`src/hdl/feg_pkg.sv`:
```
// constants, instruction codes and carrier types of the exception-gating unit
`default_nettype none
package feg_pkg;
    localparam int          EXC_N       = 6;     // exception classes
    localparam int          SW_IE_BIT   = 0;     // invalid-operation flag
    localparam int          SW_SF_BIT   = 6;     // stack-fault flag
    localparam int          SW_ES_BIT   = 7;     // exception summary
    localparam int          SW_C1_BIT   = 9;     // condition bit one
    localparam int          CW_IM_BIT   = 0;     // invalid-operation mask
    localparam logic [15:0] CW_RESET    = 16'h003f;
    localparam logic [15:0] SW_RESET    = 16'h0000;
    // avalon byte offsets
    localparam logic [3:0]  OFS_EVT_STATUS = 4'h0;
    localparam logic [3:0]  OFS_EVT_MASK   = 4'h4;
    localparam logic [3:0]  OFS_CTRL_WORD  = 4'h8;
    localparam logic [3:0]  OFS_STAT_WORD  = 4'hc;
    // event bits
    localparam int          EVT_N       = 3;
    localparam int          EVT_TRAP    = 0;
    localparam int          EVT_EXC     = 1;
    localparam int          EVT_LEGACY  = 2;
    localparam logic [EVT_N-1:0] EVT_MASK_RESET = 3'h0;

    typedef enum logic [4:0] {
        arith_generic_op             = 5'h00,
        load_single_double_op        = 5'h01,
        store_single_double_op       = 5'h02,
        truncating_int_store_pop_op  = 5'h03,
        move_reg_op                  = 5'h04,
        load_extended_op             = 5'h05,
        store_extended_op            = 5'h06,
        abs_value_op                 = 5'h07,
        change_sign_op               = 5'h08,
        clear_exceptions_op          = 5'h09,
        stack_ptr_inc_op             = 5'h0a,
        stack_ptr_dec_op             = 5'h0b,
        free_reg_op                  = 5'h0c,
        initialize_op                = 5'h0d,
        load_constant_op             = 5'h0e,
        exchange_op                  = 5'h0f,
        examine_op                   = 5'h10,
        no_operation_op              = 5'h11,
        pending_exception_check_op   = 5'h12,
        store_status_word_op         = 5'h13,
        store_control_word_op        = 5'h14,
        load_control_word_op         = 5'h15,
        full_state_restore_op        = 5'h16,
        extended_state_restore_op    = 5'h17,
        full_state_save_op           = 5'h18,
        extended_state_save_op       = 5'h19,
        store_environment_op         = 5'h1a,
        load_environment_op          = 5'h1b,
        legacy_enable_irq_op         = 5'h1c,
        legacy_disable_irq_op        = 5'h1d,
        legacy_set_protmode_op       = 5'h1e
    } feg_op_t;

    typedef struct packed {
        feg_op_t     op;
        logic        nowait;   // selects the non-waiting form where one exists
        logic [31:0] operand;  // [31:16] status image, [15:0] control image
    } feg_instr_t;

    // flags order: 0 invalid, 1 denormal, 2 divide-by-zero, 3 overflow, 4 underflow, 5 inexact
    typedef struct packed {
        logic [EXC_N-1:0] flags;
        logic             stack_fault;
        logic             stack_overflow;
    } feg_exc_t;
endpackage : feg_pkg
`default_nettype wire
```
`src/hdl/feg_gate.sv`:
```
// exception gating, classification and status/control words of the float stack unit
//
// Chosen here: the Avalon-MM slave port and the register offsets.
`default_nettype none
// Notes on behaviour
// RULE_01: waiting instructions check pending unmasked exceptions before executing.
// RULE_02: waiting form of dual-form control ops checks first; non-waiting form never does.
// RULE_03: three legacy opcodes act as no-ops touching no internal state; here they set the legacy event flag and the class register.
// RULE_04: six exception classes detected, invalid split into stack fault and bad operand.
// RULE_05: each class has sticky status flag and control-word mask bit.
// RULE_06: summary flag set while any flagged exception is unmasked.
// RULE_07: stack-fault flag marks invalid operation caused by stack over/underflow.
// RULE_08: masks written by load-control/restores, read by store-control/saves.
// RULE_09: exception flags read by store-status and both save instructions.
// RULE_10: only arithmetic instructions raise operand-processing numeric exceptions.
// RULE_11: non-arithmetic instructions may still raise the stack fault exception.
// RULE_12: moves and extended loads/stores non-arithmetic; single/double arithmetic.
// RULE_13: abs, sign, clear, stack ptr, free, init, constants, exchange, examine: non-arith.
// RULE_14: truncating integer store-and-pop is arithmetic.
// RULE_15: check stalls only when a flag is set with its mask clear.
// RULE_16: invalid flag is status bit 0, its mask control bit 0.
// RULE_17: stack fault sets invalid flag, bit 6, and bit 9 one on overflow.
// RULE_18: unmasked invalid operation holds stack pointer and source operands.
module feg_gate
    import feg_pkg::*;
(
    input  wire logic              ref_clk,
    input  wire logic              rst,
    input  wire logic              instr_valid,
    input  wire feg_pkg::feg_instr_t instr,
    output logic                   instr_ack,
    output logic                   instr_trap,
    output logic                   instr_is_arith,
    input  wire logic              exc_valid,
    input  wire feg_pkg::feg_exc_t exc,
    output logic                   top_hold,
    output logic                   store_valid,
    output logic [31:0]            store_data,
    output logic [15:0]            status_word,
    output logic [15:0]            control_word,
    input  wire logic [3:0]        avs_address,
    input  wire logic              avs_read,
    input  wire logic              avs_write,
    input  wire logic [31:0]       avs_writedata,
    input  wire logic [3:0]        avs_byteenable,
    output logic [31:0]            avs_readdata,
    output logic                   avs_waitrequest,
    output logic                   irq
);
    import feg_pkg::*;

    typedef enum logic [1:0] {
        ST_IDLE = 2'b00,
        ST_ACK  = 2'b01,
        ST_TRAP = 2'b10
    } feg_state_t;

    feg_state_t       state_reg;
    feg_state_t       state_next;
    logic [15:0]      sw_reg;
    logic [15:0]      sw_next;
    logic [15:0]      cw_reg;
    logic [15:0]      cw_next;
    logic [EVT_N-1:0] evt_reg;
    logic [EVT_N-1:0] evt_next;
    logic [EVT_N-1:0] evt_mask_reg;
    logic             cls_arith_reg;   // class of the last accepted instruction
    logic             ack_reg;
    logic             trap_reg;
    logic             hold_reg;
    logic             st_valid_reg;
    logic [31:0]      st_data_reg;
    logic [31:0]      rdata_reg;
    logic             wait_reg;
    logic             irq_reg;

    // class: moves, extended transfers and control codes are non-arithmetic;
    // the spare code counts as arithmetic, the cautious side
    wire logic is_arith = instr.op > legacy_set_protmode_op ||              // [RULE_13]
                          instr.op inside {arith_generic_op, load_single_double_op,
                                           store_single_double_op,         // [RULE_12]
                                           truncating_int_store_pop_op};   // [RULE_14]

    // gating decode
    wire logic [EXC_N-1:0] unmasked   = sw_reg[EXC_N-1:0] & ~cw_reg[EXC_N-1:0];
    wire logic             pending    = |unmasked;                        // [RULE_15]
    wire logic             is_legacy  = instr.op inside {legacy_enable_irq_op,
                                        legacy_disable_irq_op, legacy_set_protmode_op};
    wire logic             has_nowait = instr.op inside {store_status_word_op,
                                        store_control_word_op, clear_exceptions_op,
                                        initialize_op, full_state_save_op, store_environment_op};
    wire logic             skip_wait  = (has_nowait && instr.nowait) || is_legacy; // [RULE_02]
    wire logic             must_trap  = !skip_wait && pending;            // [RULE_01] [RULE_02]
    wire logic             take       = state_reg == ST_IDLE && instr_valid;
    wire logic             exec_fire  = take && !must_trap;
    wire logic             trap_fire  = take && must_trap;

    // effects of the accepted instruction; legacy codes decode only to legacy_hit
    wire logic do_init    = exec_fire && instr.op inside {initialize_op, full_state_save_op};
    wire logic do_ld_sw   = exec_fire && instr.op inside {full_state_restore_op,
                                                          extended_state_restore_op,
                                                          load_environment_op};
    wire logic do_ld_cw   = exec_fire && instr.op == load_control_word_op || do_ld_sw; // [RULE_08]
    wire logic do_clr     = exec_fire && instr.op == clear_exceptions_op;
    wire logic do_st_sw   = exec_fire && instr.op == store_status_word_op;   // [RULE_09]
    wire logic do_st_cw   = exec_fire && instr.op == store_control_word_op;  // [RULE_08]
    wire logic do_st_both = exec_fire && instr.op inside {full_state_save_op,
                                                          extended_state_save_op,
                                                          store_environment_op}; // [RULE_08] [RULE_09]
    wire logic legacy_hit = exec_fire && is_legacy;                          // [RULE_03]

    // exception report filtering by instruction class
    wire logic [EXC_N-1:0] num_flags = cls_arith_reg ? exc.flags : '0;       // [RULE_10]
    wire logic             stk       = exc_valid && exc.stack_fault;        // [RULE_11]
    wire logic [EXC_N-1:0] set_flags = exc_valid ? (num_flags |
                                       {{(EXC_N-1){1'b0}}, exc.stack_fault}) : '0; // [RULE_04]
    wire logic             inv_unmasked = set_flags[SW_IE_BIT] && !cw_reg[CW_IM_BIT];

    // bus decode
    wire logic        bus_req   = (avs_read || avs_write) && wait_reg;
    wire logic        bus_wr    = avs_write && !wait_reg;
    wire logic [31:0] be_mask   = {{8{avs_byteenable[3]}}, {8{avs_byteenable[2]}},
                                   {8{avs_byteenable[1]}}, {8{avs_byteenable[0]}}};
    wire logic [31:0] wdata     = avs_writedata & be_mask;
    wire logic        wr_evt    = bus_wr && avs_address == OFS_EVT_STATUS;
    wire logic        wr_emask  = bus_wr && avs_address == OFS_EVT_MASK;
    wire logic        wr_cw     = bus_wr && avs_address == OFS_CTRL_WORD;
    wire logic        wr_sw     = bus_wr && avs_address == OFS_STAT_WORD;
    wire logic [31:0] rd_mux    =
        avs_address == OFS_EVT_STATUS ? {{(32-EVT_N){1'b0}}, evt_reg} :
        avs_address == OFS_EVT_MASK   ? {{(32-EVT_N){1'b0}}, evt_mask_reg} :
        avs_address == OFS_CTRL_WORD  ? {16'h0000, cw_reg} :
        avs_address == OFS_STAT_WORD  ? {16'h0000, sw_reg} : 32'h0000_0000;

    // gating sequence: accept, trap and hold, or settle after an ack
    always_comb begin
        state_next = state_reg;
        unique case (state_reg)
            ST_IDLE: begin
                if (trap_fire) begin
                    state_next = ST_TRAP;
                end else if (exec_fire) begin
                    state_next = ST_ACK;
                end
            end
            ST_ACK:  state_next = ST_IDLE;
            // the pipeline withdraws the instruction to service the exception
            ST_TRAP: begin
                if (!instr_valid) begin
                    state_next = ST_IDLE;
                end
            end
            default: state_next = ST_IDLE;
        endcase
    end

    // status word: clears first, then hardware sets, so a set in the clear cycle survives
    always_comb begin
        sw_next = sw_reg;
        if (do_init) begin
            sw_next = SW_RESET;
        end else if (do_ld_sw) begin
            sw_next = instr.operand[31:16];
        end else if (do_clr) begin
            sw_next[SW_ES_BIT:0] = '0;
        end
        if (wr_sw) begin
            sw_next[SW_SF_BIT:0] = sw_next[SW_SF_BIT:0] & ~wdata[SW_SF_BIT:0];
        end
        sw_next[EXC_N-1:0] = sw_next[EXC_N-1:0] | set_flags;             // [RULE_05]
        if (stk) begin
            sw_next[SW_SF_BIT] = 1'b1;                                    // [RULE_07] [RULE_17]
            sw_next[SW_C1_BIT] = exc.stack_overflow;                      // [RULE_17]
        end
        sw_next[SW_ES_BIT] = |(sw_next[EXC_N-1:0] & ~cw_next[EXC_N-1:0]); // [RULE_06]
    end

    // control word: instruction loads take priority over a bus write in the same cycle
    always_comb begin
        cw_next = cw_reg;
        if (do_init) begin
            cw_next = CW_RESET;
        end else if (do_ld_cw) begin
            cw_next = instr.operand[15:0];                                // [RULE_08]
        end else if (wr_cw) begin
            cw_next = (cw_reg & ~be_mask[15:0]) | wdata[15:0];
        end
    end

    // event flags: set wins over a write-one clear
    always_comb begin
        evt_next = evt_reg;
        if (wr_evt) begin
            evt_next = evt_next & ~wdata[EVT_N-1:0];
        end
        evt_next[EVT_TRAP]   = evt_next[EVT_TRAP] | trap_fire;
        evt_next[EVT_EXC]    = evt_next[EVT_EXC] | (|set_flags);
        evt_next[EVT_LEGACY] = evt_next[EVT_LEGACY] | legacy_hit;
    end

    // state and word registers
    always_ff @(posedge ref_clk) begin
        if (rst) begin
            state_reg <= ST_IDLE;
            sw_reg    <= SW_RESET;
            cw_reg    <= CW_RESET;
            evt_reg   <= '0;
        end else begin
            state_reg <= state_next;
            sw_reg    <= sw_next;                                         // [RULE_16]
            cw_reg    <= cw_next;
            evt_reg   <= evt_next;
        end
    end

    // pipeline-facing handshake and class
    always_ff @(posedge ref_clk) begin
        if (rst) begin
            ack_reg       <= 1'b0;
            trap_reg      <= 1'b0;
            cls_arith_reg <= 1'b0;
        end else begin
            ack_reg  <= exec_fire;
            trap_reg <= trap_fire || (state_reg == ST_TRAP && instr_valid);
            if (exec_fire) begin
                cls_arith_reg <= is_arith;
            end
        end
    end

    // store results and stack-pointer hold
    always_ff @(posedge ref_clk) begin
        if (rst) begin
            st_valid_reg <= 1'b0;
            st_data_reg  <= 32'h0000_0000;
            hold_reg     <= 1'b0;
        end else begin
            st_valid_reg <= do_st_sw || do_st_cw || do_st_both;
            if (do_st_sw) begin
                st_data_reg <= {16'h0000, sw_reg};
            end else if (do_st_cw) begin
                st_data_reg <= {16'h0000, cw_reg};
            end else if (do_st_both) begin
                st_data_reg <= {sw_reg, cw_reg};    // image taken before any reinit
            end
            hold_reg <= inv_unmasked;                                     // [RULE_18]
        end
    end

    // avalon slave: one wait cycle, then the transfer completes
    always_ff @(posedge ref_clk) begin
        if (rst) begin
            wait_reg     <= 1'b1;
            rdata_reg    <= 32'h0000_0000;
            evt_mask_reg <= EVT_MASK_RESET;
            irq_reg      <= 1'b0;
        end else begin
            wait_reg <= !bus_req;
            if (bus_req) begin
                rdata_reg <= rd_mux;
            end
            if (wr_emask) begin
                evt_mask_reg <= wdata[EVT_N-1:0];
            end
            irq_reg <= |(evt_next & evt_mask_reg);
        end
    end

    assign instr_ack       = ack_reg;
    assign instr_trap      = trap_reg;
    assign instr_is_arith  = cls_arith_reg;
    assign top_hold        = hold_reg;
    assign store_valid     = st_valid_reg;
    assign store_data      = st_data_reg;
    assign status_word     = sw_reg;
    assign control_word    = cw_reg;
    assign avs_readdata    = rdata_reg;
    assign avs_waitrequest = wait_reg;
    assign irq             = irq_reg;
endmodule : feg_gate
`default_nettype wire

```
`config.mk`:
```
export PLATFORM = sky130hd
export DESIGN_NAME = feg_gate
export DESIGN_NICKNAME = d
export VERILOG_FILES = /design/src/hdl/feg_pkg.sv /design/src/hdl/feg_gate.sv
export SDC_FILE = /design/constraint.sdc
export NUM_CORES = 1
export LEC_CHECK = 0
export ABC_AREA = 1
export BUFFER_PORTS_ARGS = -buffer_cell sky130_fd_sc_hd__buf_2
export CORE_AREA = 2 2 121 123
export DETAILED_ROUTE_END_ITERATION = 10
export DIE_AREA = 0 0 123 125
export SYNTH_ARGS = -nofsm -noshare
export SYNTH_HDL_FRONTEND = slang
export SYNTH_SLANG_ARGS = --single-unit
export TNS_END_PERCENT = 50
```
`constraint.sdc`:
```
create_clock -name ref_clk -period 2.85 [get_ports ref_clk]
set_input_delay 0.57 -clock ref_clk [delete_from_list [all_inputs] [get_ports ref_clk]]
set_output_delay 0.57 -clock ref_clk [all_outputs]
set_load 0.01 [all_outputs]
```
==> impl_results.md <==
* Status: complete, no violations
* FILL cells at 1557
* Site Rows at 44
* Crit path time final at 2229 ps
* Final hold vios at 0
* Vias at 4876
* CTS Root Cell: clkbuf_16
* Max transition margin at 0.4669
* Compound-Gate Fraction of Synth Area at 0.2040
* Startpoint types: register
* # H-tree levels at 3
* GR Util All Layers at 0.2023
* Ys async rst share at 0
* Max-cap violations at 0
* Hold path start: avs_readdata[10]
* DR WL/cell at 14.96 um
* Die height at 125 um
* Ratio of cells with drive above 1 in the final layout at 0.2632
* Number of global-route vias before repair at 4477
* Drt pass-1 iters at 8
* Area grow syn2layout at 25.31%
* Crit Path Category: reg -> reg
* GPL Wtd Cong at 0.8734
* Critical Path, Cell by Cell: inv_1, o22ai_1, inv_1, a21oi_2, nand2_4, nand3_1, buf_4, o21ai_0, nand2_1, o21ai_0, nand2_1, nand2_1, inv_1, nand2_1
* Post-route ant nets at 0
* CP peak stage delay at ~380 ps
* Dpl hpwl at about 12000 um
* DR DRC count at 0
* Worst-Skew Late Latency at 350 ps
* Core area at 0.01420 mm2
* Largest family of logic cells by synthesized area: simple AND/OR/NAND/NOR gates
* Hold endpoint: avs_readdata[10]
* Seq/Total Area, Yosys at 0.3954
* Top_reg_cell synth: dfxtp_1
* Final setup vio count at 0
* Leakage at about 2.8 nW
* Inserted Clock Buffers at 9
* PostCTS Resize Cnt at 0
* Flops & latches, synth at 95
* Setup bufs post-CTS at 0
* Reg-to-Reg Start: status_word[4]
* Reg2Reg Depth at 14
* Via density at 4.702
* Mapped cell area at 0.004810 mm2
* Initial DRC Count at about 370
* Worst Path Arrival at roughly 2500 ps
* Met3 Track Usage GR at 0.03330
* Unrepaired setup endpoints after global routing: no
* Final Max Tran Viols at 0
* Effective utilization at floorplan at 0.3386
* Placed cell area at 0.005747 mm2
* Final Power at 2.916 mW
* Clk_skew at between 6 and 7 ps
* Hold Path Class: reg -> reg
* Critical path's slowest cell: dfxtp_1
* Pwr dens at 483.8 mW/mm2
* Final WL at 15520 um
* Yosys cell types at 44
* Initial antenna violation count at 2
* Hold_buf cts at 0
* Worst Max-Slew Pin Slew at 794.3 ps
* Simple-gate area share of the yosys netlist at 0.2854
* Adder and majority cell fraction of the synthesized area at 0
* CTS Buffer Depth at 2
* Finished Cell Area at around 0.006 mm2
* Crit path required time at about 3000 ps
* Number of flip-flops in the largest register at 32
* Global-route track usage on met2 at 0.3039
* Worst path most repeated cell: nand2_1
* Setup TNS Final at 0 ps
* Fin crit share at 0.7820
* Endpoint class of the critical path: register
* Worst VDD drop at 0.2832 mV
* Global-route wire length before repair at about 24000 um
* CTS tree: done
* Clk slew on worst S/H paths at around 70 ps
* Critical-path maximum fanout at 21
* Setup slack, reg-to-reg at between 600 and 700 ps
* Num Clock Sinks at 95
* Post-synth EDFFs at 0
* Die W at 123 um
* Net count, final at 938
* I/O pin cnt at 195
* Grt ovf at 0
* Syn_area_per_cell at 6.981 um2
* Global Route met1 Usage at 0.2902
* Synth Area in XOR/XNOR at 0
* Hold depth at 2
* Post-synthesis mux area share at 0
* Cells after Synth at 689
* Port Buffers at 159
* FF-to-FF End: status_word[7]
* Maximum clock frequency at 448.7 MHz
* Area of the die at 0.01538 mm2
* GRT Max-Usage Layer: met2
* Largest net degree at the start of global routing at 40
* Synth warnings at 0
## critical path: cells and delay by family (launching register included)
family,cells,cell delay (ps)
AOI/OAI and AO/OA,4,690
buffers and inverters,4,540
and+or+nand+nor,6,500
DFF,1,380
## metal layers
layer | routed length, um | share of wire | vias up
met2 | 6884 | 0.44 | 171
li1 | - | - | 2531
met5 | 0 | 0 | -
met4 | 323 | 0.021 | 0
met3 | 1100 | 0.071 | 19
met1 | 7209 | 0.46 | 2155
## area by class of cell
type / instances / area [um2] / share of cell area
Clock inverter: 6 / 46.29 / 0.007681
Tap cell: 184 / 230.2 / 0.03820
Sequential cell: 95 / 1902 / 0.3155
Timing Repair Buffer: 175 / 928.4 / 0.1540
Multi-Input combinational cell: 494 / 2414 / 0.4005
Clock buffer: 10 / 229.0 / 0.03799
Inverter: 71 / 272.8 / 0.04526
Antenna cell: 2 / 5.005 / 0.0008304
## cells in the mapped netlist (2+ instances only)
library cell | instances | area share
nand2_4 | 4 | 0.0094
nand3_2 | 3 | 0.0062
nand2_2 | 4 | 0.0052
a31oi_1 | 5 | 0.0065
buf_2 | 6 | 0.0062
dfxtp_1 | 95 | 0.40
o211ai_1 | 5 | 0.0078
o21ai_1 | 5 | 0.0052
nor2_1 | 77 | 0.060
a21oi_1 | 66 | 0.069
inv_1 | 64 | 0.050
o22ai_1 | 8 | 0.010
buf_4 | 18 | 0.028
nor3_1 | 2 | 0.0021
a21oi_2 | 2 | 0.0036
o21ai_0 | 52 | 0.054
nand2_1 | 166 | 0.13
or2_1 | 3 | 0.0039
a221oi_1 | 3 | 0.0055
or2_0 | 13 | 0.017
nand3_1 | 23 | 0.024
inv_4 | 2 | 0.0026
nor4_1 | 6 | 0.0078
or2_2 | 2 | 0.0026
buf_6 | 5 | 0.012
clkbuf_1 | 15 | 0.012
nand4_1 | 2 | 0.0026
inv_2 | 4 | 0.0031
a211oi_2 | 6 | 0.016
a211oi_1 | 8 | 0.012
o21a_1 | 2 | 0.0031
## worst max path at each step
stage | from | to | slack [ps]
floorplan | avs_address[1] | status_word[7] | 690
global placement | instr[33] | control_word[8] | 370
detailed placement | instr[35] | control_word[12] | 350
CTS | status_word[4] | status_word[7] | 640
global route | status_word[1] | status_word[7] | 370
finish | status_word[4] | status_word[7] | 620
## placed cells by master, fill, tap and decap left out, types with 15 or more instances in the layout
cell type | Yosys | layout
a21oi_1 | 66 | 66
buf_2 | 6 | 159
buf_4 | 18 | 15
conb_1 | 1 | 16
dfxtp_1 | 95 | 95
inv_1 | 64 | 64
nand2_1 | 166 | 166
nand3_1 | 23 | 23
nor2_1 | 77 | 77
o21ai_0 | 52 | 52
## logic make-up after synthesis
| family | count (synthesis) |
|---|---|
| AO/OA/AOI/OAI | 167 |
| flip-flops | 95 |
| AND/OR/NAND/NOR | 311 |
| other | 1 |
| buffers and inverters | 115 |
## report_power, final
part	switching (mW)	internal, mW	total [mW]
sequential	0.0341	1.37	1.40
clock	0.541	0.597	1.14
combinational	0.245	0.133	0.378
total	0.820	2.10	2.92
## metrics by stage
stage	util	setup slack (ps)	std cells	hold slack, ps
after floorplan	-	688.2	704	446.6
after global placement	0.4046	375.0	1019	444.7
after detailed placement	0.4046	350.9	1019	451.4
after CTS	0.4240	635.4	1035	461.8
after global routing	0.4242	374.6	1036	480.1
final	0.4243	621.3	1037	459.7
Note: power is estimated with default switching activity, not from simulation.
